`src/hdl/tpl_consts.vh`:
```
// Constants of the touch probe position latch: object indices, field bits, reset values.
// Included by the latch module; holds definitions only.
`ifndef TPL_CONSTS_VH
`define TPL_CONSTS_VH

// Object indices
`define TPL_IDX_FUNC        16'h60b8
`define TPL_IDX_STATE       16'h60b9
`define TPL_IDX_POS_A_RISE  16'h60ba
`define TPL_IDX_POS_A_FALL  16'h60bb
`define TPL_IDX_POS_B_RISE  16'h60bc
`define TPL_IDX_POS_B_FALL  16'h60bd
`define TPL_IDX_A_CAP_SRC   16'h44b0
`define TPL_IDX_B_CAP_SRC   16'h44b1
`define TPL_IDX_A_TRIG_SEL  16'h44b2
`define TPL_IDX_B_TRIG_SEL  16'h44b3

// Per-probe byte of the function and state words
`define TPL_PROBE_SHIFT     8
`define TPL_FN_ENABLE       0
`define TPL_FN_CONTINUOUS   1
`define TPL_FN_INTERNAL     2
`define TPL_FN_RISE_EN      4
`define TPL_FN_FALL_EN      5
`define TPL_ST_ENABLED      0
`define TPL_ST_ROSE         1
`define TPL_ST_FELL         2
// Reserved bits 3, 6 and 7 of a function byte are never stored
`define TPL_FN_WRITABLE     8'h37

// Axis count and reset values
`define TPL_AXES            4
`define TPL_AXIS_W          2
`define TPL_FUNC_RST        16'h0000
`define TPL_SEL_RST         8'h00
`define TPL_FN_BYTE_RST     8'h00
`define TPL_POS_RST         32'h00000000

`endif

```
`src/hdl/tpl_position_latch.v`:
```
// Touch probe position latch for four axes, two probes per axis.
// Assumes the object port is driven from mclk logic; trigger pins and Z-phase
// and rotation tick signals arrive asynchronously and are synchronised here.
`include "tpl_consts.vh"

module tpl_position_latch (
   input  wire         mclk,
   input  wire         rst_n,
   input  wire [1:0]   obj_axis,
   input  wire [15:0]  obj_index,
   input  wire         obj_wr,
   input  wire [15:0]  obj_wdata,
   output reg  [31:0]  obj_rdata_ff,
   output reg          obj_err_ff,
   input  wire [3:0]   external_latch_input_a,
   input  wire [3:0]   external_latch_input_b,
   input  wire [3:0]   zphase_signal_out,
   input  wire [3:0]   rotation_tick_out,
   input  wire [127:0] feedback_pos,
   input  wire [127:0] command_pos
);

   // Per axis, per probe (index = axis*2 + probe)
   reg [7:0]  func_ff    [0:7];
   reg [7:0]  cap_src_ff [0:7];
   reg [7:0]  trig_sel_ff[0:7];
   reg        rose_ff    [0:7];
   reg        fell_ff    [0:7];
   reg        done_ff    [0:7];
   reg [31:0] pos_rise_ff[0:7];
   reg [31:0] pos_fall_ff[0:7];

   // Three-stage synchronisers: [axis*4 + src], src 0 ext a, 1 ext b, 2 zphase, 3 tick
   reg [15:0] sync1_ff;
   reg [15:0] sync2_ff;
   reg [15:0] sync3_ff;
   reg [15:0] level_ff;
   reg [15:0] prev_ff;

   wire [15:0] raw_in;
   genvar g;
   generate
      for (g = 0; g < 4; g = g + 1) begin : g_pack
         assign raw_in[g*4+0] = external_latch_input_a[g];
         assign raw_in[g*4+1] = external_latch_input_b[g];
         assign raw_in[g*4+2] = zphase_signal_out[g];
         assign raw_in[g*4+3] = rotation_tick_out[g];
      end
   endgenerate

   // A level counts only once stages two and three agree, rejecting one-cycle glitches
   always @(posedge mclk) begin
      if (!rst_n) begin
         sync1_ff <= 16'h0000;
         sync2_ff <= 16'h0000;
         sync3_ff <= 16'h0000;
         level_ff <= 16'h0000;
         prev_ff  <= 16'h0000;
      end else begin
         sync1_ff <= raw_in;
         sync2_ff <= sync1_ff;
         sync3_ff <= sync2_ff;
         level_ff <= (sync2_ff & sync3_ff) | (level_ff & (sync2_ff | sync3_ff));
         prev_ff  <= level_ff;
      end
   end

   function [31:0] pick_pos;
      input [127:0] bus;
      input [1:0]   ax;
      begin
         pick_pos = bus[ax*32 +: 32];
      end
   endfunction

   // Decode which probe an object index names: {hit, probe}; probe field unused if no hit
   function [1:0] probe_of;
      input [15:0] idx;
      input [15:0] a_idx;
      input [15:0] b_idx;
      begin
         probe_of = (idx == a_idx) ? 2'b10 : ((idx == b_idx) ? 2'b11 : 2'b00);
      end
   endfunction

   wire [1:0] hit_cap = probe_of(obj_index, `TPL_IDX_A_CAP_SRC, `TPL_IDX_B_CAP_SRC);
   wire [1:0] hit_sel = probe_of(obj_index, `TPL_IDX_A_TRIG_SEL, `TPL_IDX_B_TRIG_SEL);
   wire [1:0] hit_prs = probe_of(obj_index, `TPL_IDX_POS_A_RISE, `TPL_IDX_POS_B_RISE);
   wire [1:0] hit_pfs = probe_of(obj_index, `TPL_IDX_POS_A_FALL, `TPL_IDX_POS_B_FALL);
   wire       hit_fn  = (obj_index == `TPL_IDX_FUNC);
   wire       hit_st  = (obj_index == `TPL_IDX_STATE);
   wire [2:0] ax_base = {obj_axis, 1'b0};

   wire [2:0] rd_pa   = ax_base;
   wire [2:0] rd_pb   = ax_base + 3'd1;

   // Per-probe working values of the combinational pass below
   integer     p;
   integer     q;
   reg [1:0]   ax;
   reg         pr;
   reg [1:0]   srcsel;
   reg         lvl;
   reg         was;
   reg         armed;
   reg         credit;
   reg         up;
   reg         dn;
   reg         use_cmd;
   reg [31:0]  cap;
   reg         wr_here;
   reg [7:0]   wbyte;
   reg         arm;

   // Next values of the probe registers
   reg [7:0]   nxt_func     [0:7];
   reg [7:0]   nxt_cap_src  [0:7];
   reg [7:0]   nxt_trig_sel [0:7];
   reg         nxt_rose     [0:7];
   reg         nxt_fell     [0:7];
   reg         nxt_done     [0:7];
   reg [31:0]  nxt_pos_rise [0:7];
   reg [31:0]  nxt_pos_fall [0:7];

   // Which of the four synchronised lines of an axis drives one probe
   function [1:0] src_of;
      input internal;
      input tick_sel;
      input probe;
      begin
         if (internal)
            src_of = tick_sel ? 2'd3 : 2'd2;
         else
            src_of = {1'b0, probe};
      end
   endfunction

   // Does a decoded {hit, probe} name this probe
   function names_probe;
      input [1:0] hit;
      input       probe;
      begin
         names_probe = hit[1] && (hit[0] == probe);
      end
   endfunction

   always @* begin
      ax      = 2'd0;
      pr      = 1'b0;
      srcsel  = 2'd0;
      lvl     = 1'b0;
      was     = 1'b0;
      armed   = 1'b0;
      credit  = 1'b0;
      up      = 1'b0;
      dn      = 1'b0;
      use_cmd = 1'b0;
      cap     = 32'h00000000;
      wr_here = 1'b0;
      wbyte   = 8'h00;
      arm     = 1'b0;
      for (p = 0; p < 8; p = p + 1) begin
         nxt_func[p]     = func_ff[p];
         nxt_cap_src[p]  = cap_src_ff[p];
         nxt_trig_sel[p] = trig_sel_ff[p];
         nxt_rose[p]     = rose_ff[p];
         nxt_fell[p]     = fell_ff[p];
         nxt_done[p]     = done_ff[p];
         nxt_pos_rise[p] = pos_rise_ff[p];
         nxt_pos_fall[p] = pos_fall_ff[p];
         ax              = p[2:1];
         pr              = p[0];
         // external input of this probe, or an internal signal
         srcsel = src_of(func_ff[p][`TPL_FN_INTERNAL], trig_sel_ff[p][0], pr);
         lvl    = level_ff[{ax, srcsel}];
         was    = prev_ff[{ax, srcsel}];
         // Both edge flags share one first-trigger credit per arming
         armed  = func_ff[p][`TPL_FN_ENABLE];
         credit = func_ff[p][`TPL_FN_CONTINUOUS] || !done_ff[p];
         up     = armed && credit && func_ff[p][`TPL_FN_RISE_EN] && lvl && !was;
         dn     = armed && credit && func_ff[p][`TPL_FN_FALL_EN] && !lvl && was;
         if (func_ff[p][`TPL_FN_INTERNAL])
            use_cmd = trig_sel_ff[p][0];
         else
            use_cmd = cap_src_ff[p][0];
         cap = use_cmd ? pick_pos(command_pos, ax) : pick_pos(feedback_pos, ax);
         if (up) begin
            nxt_rose[p]     = 1'b1;
            nxt_pos_rise[p] = cap;
            nxt_done[p]     = 1'b1;
         end
         if (dn) begin
            nxt_fell[p]     = 1'b1;
            nxt_pos_fall[p] = cap;
            nxt_done[p]     = 1'b1;
         end
         wr_here = obj_wr && (ax == obj_axis);
         if (wr_here && hit_fn) begin
            wbyte = pr ? obj_wdata[15:8] : obj_wdata[7:0];
            arm   = wbyte[`TPL_FN_ENABLE] && !armed;
            // while enabled only the enable bit may change
            if (armed)
               nxt_func[p] = {func_ff[p][7:1], wbyte[`TPL_FN_ENABLE]};
            else
               nxt_func[p] = wbyte & `TPL_FN_WRITABLE;
            if (arm) begin
               // arming wins over an edge in the same cycle
               nxt_rose[p] = 1'b0;
               nxt_fell[p] = 1'b0;
               nxt_done[p] = 1'b0;
            end
         end
         if (wr_here && names_probe(hit_cap, pr))
            nxt_cap_src[p] = obj_wdata[7:0];
         if (wr_here && names_probe(hit_sel, pr))
            nxt_trig_sel[p] = obj_wdata[7:0];
      end
   end

   always @(posedge mclk) begin
      if (!rst_n) begin
         for (q = 0; q < 8; q = q + 1) begin
            func_ff[q]     <= `TPL_FN_BYTE_RST;
            cap_src_ff[q]  <= `TPL_SEL_RST;
            trig_sel_ff[q] <= `TPL_SEL_RST;
            rose_ff[q]     <= 1'b0;
            fell_ff[q]     <= 1'b0;
            done_ff[q]     <= 1'b0;
            pos_rise_ff[q] <= `TPL_POS_RST;
            pos_fall_ff[q] <= `TPL_POS_RST;
         end
      end else begin
         for (q = 0; q < 8; q = q + 1) begin
            func_ff[q]     <= nxt_func[q];
            cap_src_ff[q]  <= nxt_cap_src[q];
            trig_sel_ff[q] <= nxt_trig_sel[q];
            rose_ff[q]     <= nxt_rose[q];
            fell_ff[q]     <= nxt_fell[q];
            done_ff[q]     <= nxt_done[q];
            pos_rise_ff[q] <= nxt_pos_rise[q];
            pos_fall_ff[q] <= nxt_pos_fall[q];
         end
      end
   end

   // Status byte of one probe; bits 3 to 7 always read 0
   function [7:0] state_byte;
      input enabled;
      input rose;
      input fell;
      begin
         state_byte                  = 8'h00;
         state_byte[`TPL_ST_ENABLED] = enabled;
         state_byte[`TPL_ST_ROSE]    = rose;
         state_byte[`TPL_ST_FELL]    = fell;
      end
   endfunction

   // Read answer, registered one cycle after the index is presented
   reg [31:0] nxt_rdata;
   reg        nxt_err;
   always @* begin
      nxt_rdata = 32'h00000000;
      nxt_err   = 1'b0;
      if (hit_fn)
         nxt_rdata = {16'h0000, func_ff[rd_pb], func_ff[rd_pa]};
      else if (hit_st)
         nxt_rdata = {16'h0000, state_byte(func_ff[rd_pb][`TPL_FN_ENABLE], rose_ff[rd_pb], fell_ff[rd_pb]),
                      state_byte(func_ff[rd_pa][`TPL_FN_ENABLE], rose_ff[rd_pa], fell_ff[rd_pa])};
      else if (hit_cap[1])
         nxt_rdata = {24'h000000, cap_src_ff[ax_base + {2'b00, hit_cap[0]}]};
      else if (hit_sel[1])
         nxt_rdata = {24'h000000, trig_sel_ff[ax_base + {2'b00, hit_sel[0]}]};
      else if (hit_prs[1])
         nxt_rdata = pos_rise_ff[ax_base + {2'b00, hit_prs[0]}];
      else if (hit_pfs[1])
         nxt_rdata = pos_fall_ff[ax_base + {2'b00, hit_pfs[0]}];
      else
         nxt_err = 1'b1;
   end

   always @(posedge mclk) begin
      if (!rst_n) begin
         obj_rdata_ff <= 32'h00000000;
         obj_err_ff   <= 1'b0;
      end else begin
         obj_rdata_ff <= nxt_rdata;
         obj_err_ff   <= nxt_err;
      end
   end

endmodule

```
`config.mk`:
```
export PLATFORM = sky130hd
export DESIGN_NAME = tpl_position_latch
export DESIGN_NICKNAME = d
export VERILOG_FILES = /design/src/hdl/tpl_position_latch.v
export VERILOG_INCLUDE_DIRS = /design/src /design/src/hdl
export SDC_FILE = /design/constraint.sdc
export NUM_CORES = 2
export LEC_CHECK = 0
export ABC_CLOCK_PERIOD_IN_PS = 4300
export BUFFER_PORTS_ARGS = -buffer_cell sky130_fd_sc_hd__buf_2
export CAP_MARGIN = 20
export CORE_ASPECT_RATIO = 1.25
export CORE_MARGIN = 10
export CORE_UTILIZATION = 58
export CTS_CLUSTER_SIZE = 24
export DETAILED_ROUTE_END_ITERATION = 10
export GPL_TIMING_DRIVEN = 0
export PLACE_DENSITY = 0.78
export SLEW_MARGIN = 20
export SYNTH_ARGS = -nofsm -noshare
export SYNTH_HDL_FRONTEND = slang
export SYNTH_SLANG_ARGS = --single-unit
```
`constraint.sdc`:
```
create_clock -name mclk -period 4.3 [get_ports mclk]
set_input_delay 0.43 -clock mclk [delete_from_list [all_inputs] [get_ports mclk]]
set_output_delay 0.43 -clock mclk [all_outputs]
set_load 0.02 [all_outputs]
```
==> run_results.csv <==
group,metric,value,unit
setup_path,r2r-start,"func_ff[0][2]$_SDFFE_PN0P_",
clock_tree,cts-resized-gates,0,
global_route,track_usage,38.5,%
die,core_area,0.0618,mm²
drt,dr_total_vias,30500,
die,fp.dieW,243,µm
logic_synthesis,synth_top_area_share,42.6,%
clock_tree,cts_tree,"yes",
finish,fin_util,67.4,%
timing,fin_hold_ws,-0.00638,ns
global_route,antenna_found_initial,5,
job,drv_cap,0,
drt,drc,0,
global_route,grt_pass1_wl,202000,µm
placed_design,portBuffers,327,
timing,tightest_slew,1.34,ns
drt,routedWlPerCell,32.3,µm
logic_synthesis,yosysMostFrequentCell,"nand2_1",
status,violations,"negative hold slack",
die,start_util,58.5,%
timing,slew-limit-headroom,8.25,%
clock_tree,clkSlewWorstSetupHoldPaths,0.06,ns
logic_synthesis,ys_top_cells_by_area,"edfxtp_1 (43%), dfxtp_1 (17%), mux2i_1 (9.9%)",
logic_synthesis,synth.largest_area_cell,"edfxtp_1",
die,rows,102,
timing,clock.fmax,0.256,GHz
drt,drt_pre_antenna_iters,9,
timing,final.setup.tns,0,ns
setup_path,cp_max_fo,10,
timing,fin_skew,0.0364,ns
timing,slew_violations,0,
power,p_per_area,406,mW/mm²
setup_path,cp-start-kind,"primary input",
setup_path,critPathRequiredTime,4.78,ns
logic_synthesis,synthTopCellsByCount,"nand2_1 (518), edfxtp_1 (512), nor2_1 (441), mux2i_1 (356), dfxtp_1 (305)",
clock_tree,cts_buffers,80,
min_path,hold_class,"primary input to flop",
die,die_area,0.0727,mm²
drt,via_per_inst,6.81,
min_path,worstHoldStart,"zphase_signal_out[3]",
logic_synthesis,synth_warnings,0,
clock_tree,cts_setup_buffers,0,
logic_synthesis,synthesis.nets,3475,
drt,wl,145000,µm
clock_tree,clockBufferDepth,3,
timing,rsz0062_at_grt,"no",
logic_synthesis,ys_dominant_reg_cell,"edfxtp_1",
clock_tree,cts.sinks,817,
finish,nets,3898,
timing,finalHoldViolCount,2,
setup_path,timing.rr.end,"pos_fall_ff[0][2]$_SDFFCE_PN0P_",
die,fp.dieH,299,µm
logic_synthesis,ys_ff_latch,817,
setup_path,end_kind,"flop",
clock_tree,cts_root_buffer,"clkbuf_16",
logic_synthesis,synth_async_sr_flop_share,0,%
logic_synthesis,yosysSeqAreaShare,59.5,%
setup_path,rrSetupSlack,0.68,ns
finish,drive_gt1_share,17.5,%
finish,areaGrowthSynthToFinish,15.4,%
placed_design,place.gp.congestion,1.05,
logic_synthesis,synth_edf_count,512,
logic_synthesis,ys_types,62,
setup_path,r2r_cells,5,
clock_tree,h-tree-depth,3,
power,p_leak,0.0169,µW
timing,setup_viol,0,
drt,final_antenna_net_count,0,
timing,min_period_over_period,91.0,%
global_route,gr-total-overflow,0,
power,irDropWorstVdd,0.325,mV
global_route,grt_start_max_net_pins,33,
clock_tree,clk_latency,0.69,ns
min_path,worst_hold_path.endpoint,"sync1_ff[14]$_SDFF_PN0_",
timing,period_needed,3.91,ns
logic_synthesis,syn-cell-area,0.0361,mm²
finish,fillCellCount,4669,
placed_design,dpl.hpwl,99000,µm
min_path,hold_depth,2,
logic_synthesis,avgSynthCellArea,11.4,µm²
drt,drtIter0Drc,5482,
status,outcome,"finished, violations left",
logic_synthesis,syn_inst,3166,
setup_path,crit_type,"primary input to flop",
setup_path,worstPathArrival,4.39,ns
die,pin_count,342,
global_route,grt_pass1_vias,30100,
-- layer usage --
metal	global-route usage [%]	routed length [µm]	vias to the layer above
met5	1.40	106	-
met4	29.8	13600	6
met3	15.8	22400	928
met2	59.7	64900	3072
met1	41.6	43800	14300
li1	-	-	12200
-- through the flow --
step,setup WS [ns],hold slack (ns),total power (µW),instances,instance area [µm²]
2_1_floorplan,1.85,0.412,9230,3166,36100
3_3_place_gp,0.00855,0.419,9790,4325,38800
3_5_place_dp,0.00859,0.421,9810,4325,38900
4_1_cts,0.593,0.00302,16700,4478,41600
5_1_grt,0.634,0.0150,17100,4481,41600
6_report,0.388,-0.00638,16900,4484,41600
-- sequential cells by signal, summed over array words and instances (netlist names) --
signal        count
pos_fall_ff     256
pos_rise_ff     256
cap_src_ff       64
trig_sel_ff      64
func_ff          40
obj_rdata_ff     32
level_ff         16
prev_ff          16
sync1_ff         16
sync2_ff         16
sync3_ff         16
done_ff           8
fell_ff           8
rose_ff           8
obj_err_ff        1
-- area by class of cell --
type	count	area, µm²	area share (%)
tap	832	1040	2.50
sequential	817	21500	51.6
antenna	3	7.51	0.0180
clock buffer	107	2290	5.50
inverter	10	37.5	0.0901
clock inverter	35	284	0.682
timing repair buffer	341	1780	4.27
multi-input combinational	2128	13900	33.3
buffer	211	842	2.02
-- power by group --
group          internal (µW)  leakage (µW)  total [µW]  switching [µW]
logic                    341       0.00791        1140             801
registers               8530       0.00775        8600            71.7
clock network           3980       0.00126        7180            3200
total                  12800        0.0169       16900            4080
-- cell families after synthesis --
family / share of synthesized area, %
buffers and inverters: 2.40
xor gates and xnor gates: 0.0243
muxes: 16.5
AOI/OAI and AO/OA: 7.91
DFF: 59.5
and+or+nand+nor: 13.7
-- timing repair --
action                                 in CTS  in global routing
setup endpoints to repair                   0                  0
hold buffers                               11                  2
endpoints found under the hold margin      11                  2
-- critical path, stage by stage --
cell	delay (ns)
buf_2	0.17
buf_1	0.62
or2_0	0.71
clkbuf_1	0.90
clkbuf_1	0.82
o22ai_1	0.32
o21ai_0	0.24
a21oi_1	0.17
-- worst max-delay path by stage --
stage                       from                          end
global placement     obj_axis[0]  obj_rdata_ff[22]$_SDFF_PP0_
floorplan           obj_index[6]  obj_rdata_ff[10]$_SDFF_PN0_
global route         obj_axis[1]  obj_rdata_ff[22]$_SDFF_PP0_
finish               obj_axis[1]  obj_rdata_ff[22]$_SDFF_PP0_
detailed placement   obj_axis[0]  obj_rdata_ff[22]$_SDFF_PP0_
CTS                  obj_axis[0]  obj_rdata_ff[22]$_SDFF_PP0_
-- cell usage in the layout (no fill, tap or decap), types with 10 or more instances in the layout --
master,count
a21oi_1,285
clkbuf_1,160
and4_1,10
buf_1,24
clkbuf_16,85
nand2b_4,16
mux4_2,104
nand2_1,518
edfxtp_1,512
buf_2,359
nor2_1,441
mux2i_1,355
nor2_2,16
clkinv_1,15
o22ai_1,47
and2_1,65
o21a_1,16
a22oi_1,22
dlygate4sd3_1,13
nand3_1,30
dfxtp_1,305
nor3_1,14
o21ai_0,74
Note: power is estimated with default switching activity, not from simulation.
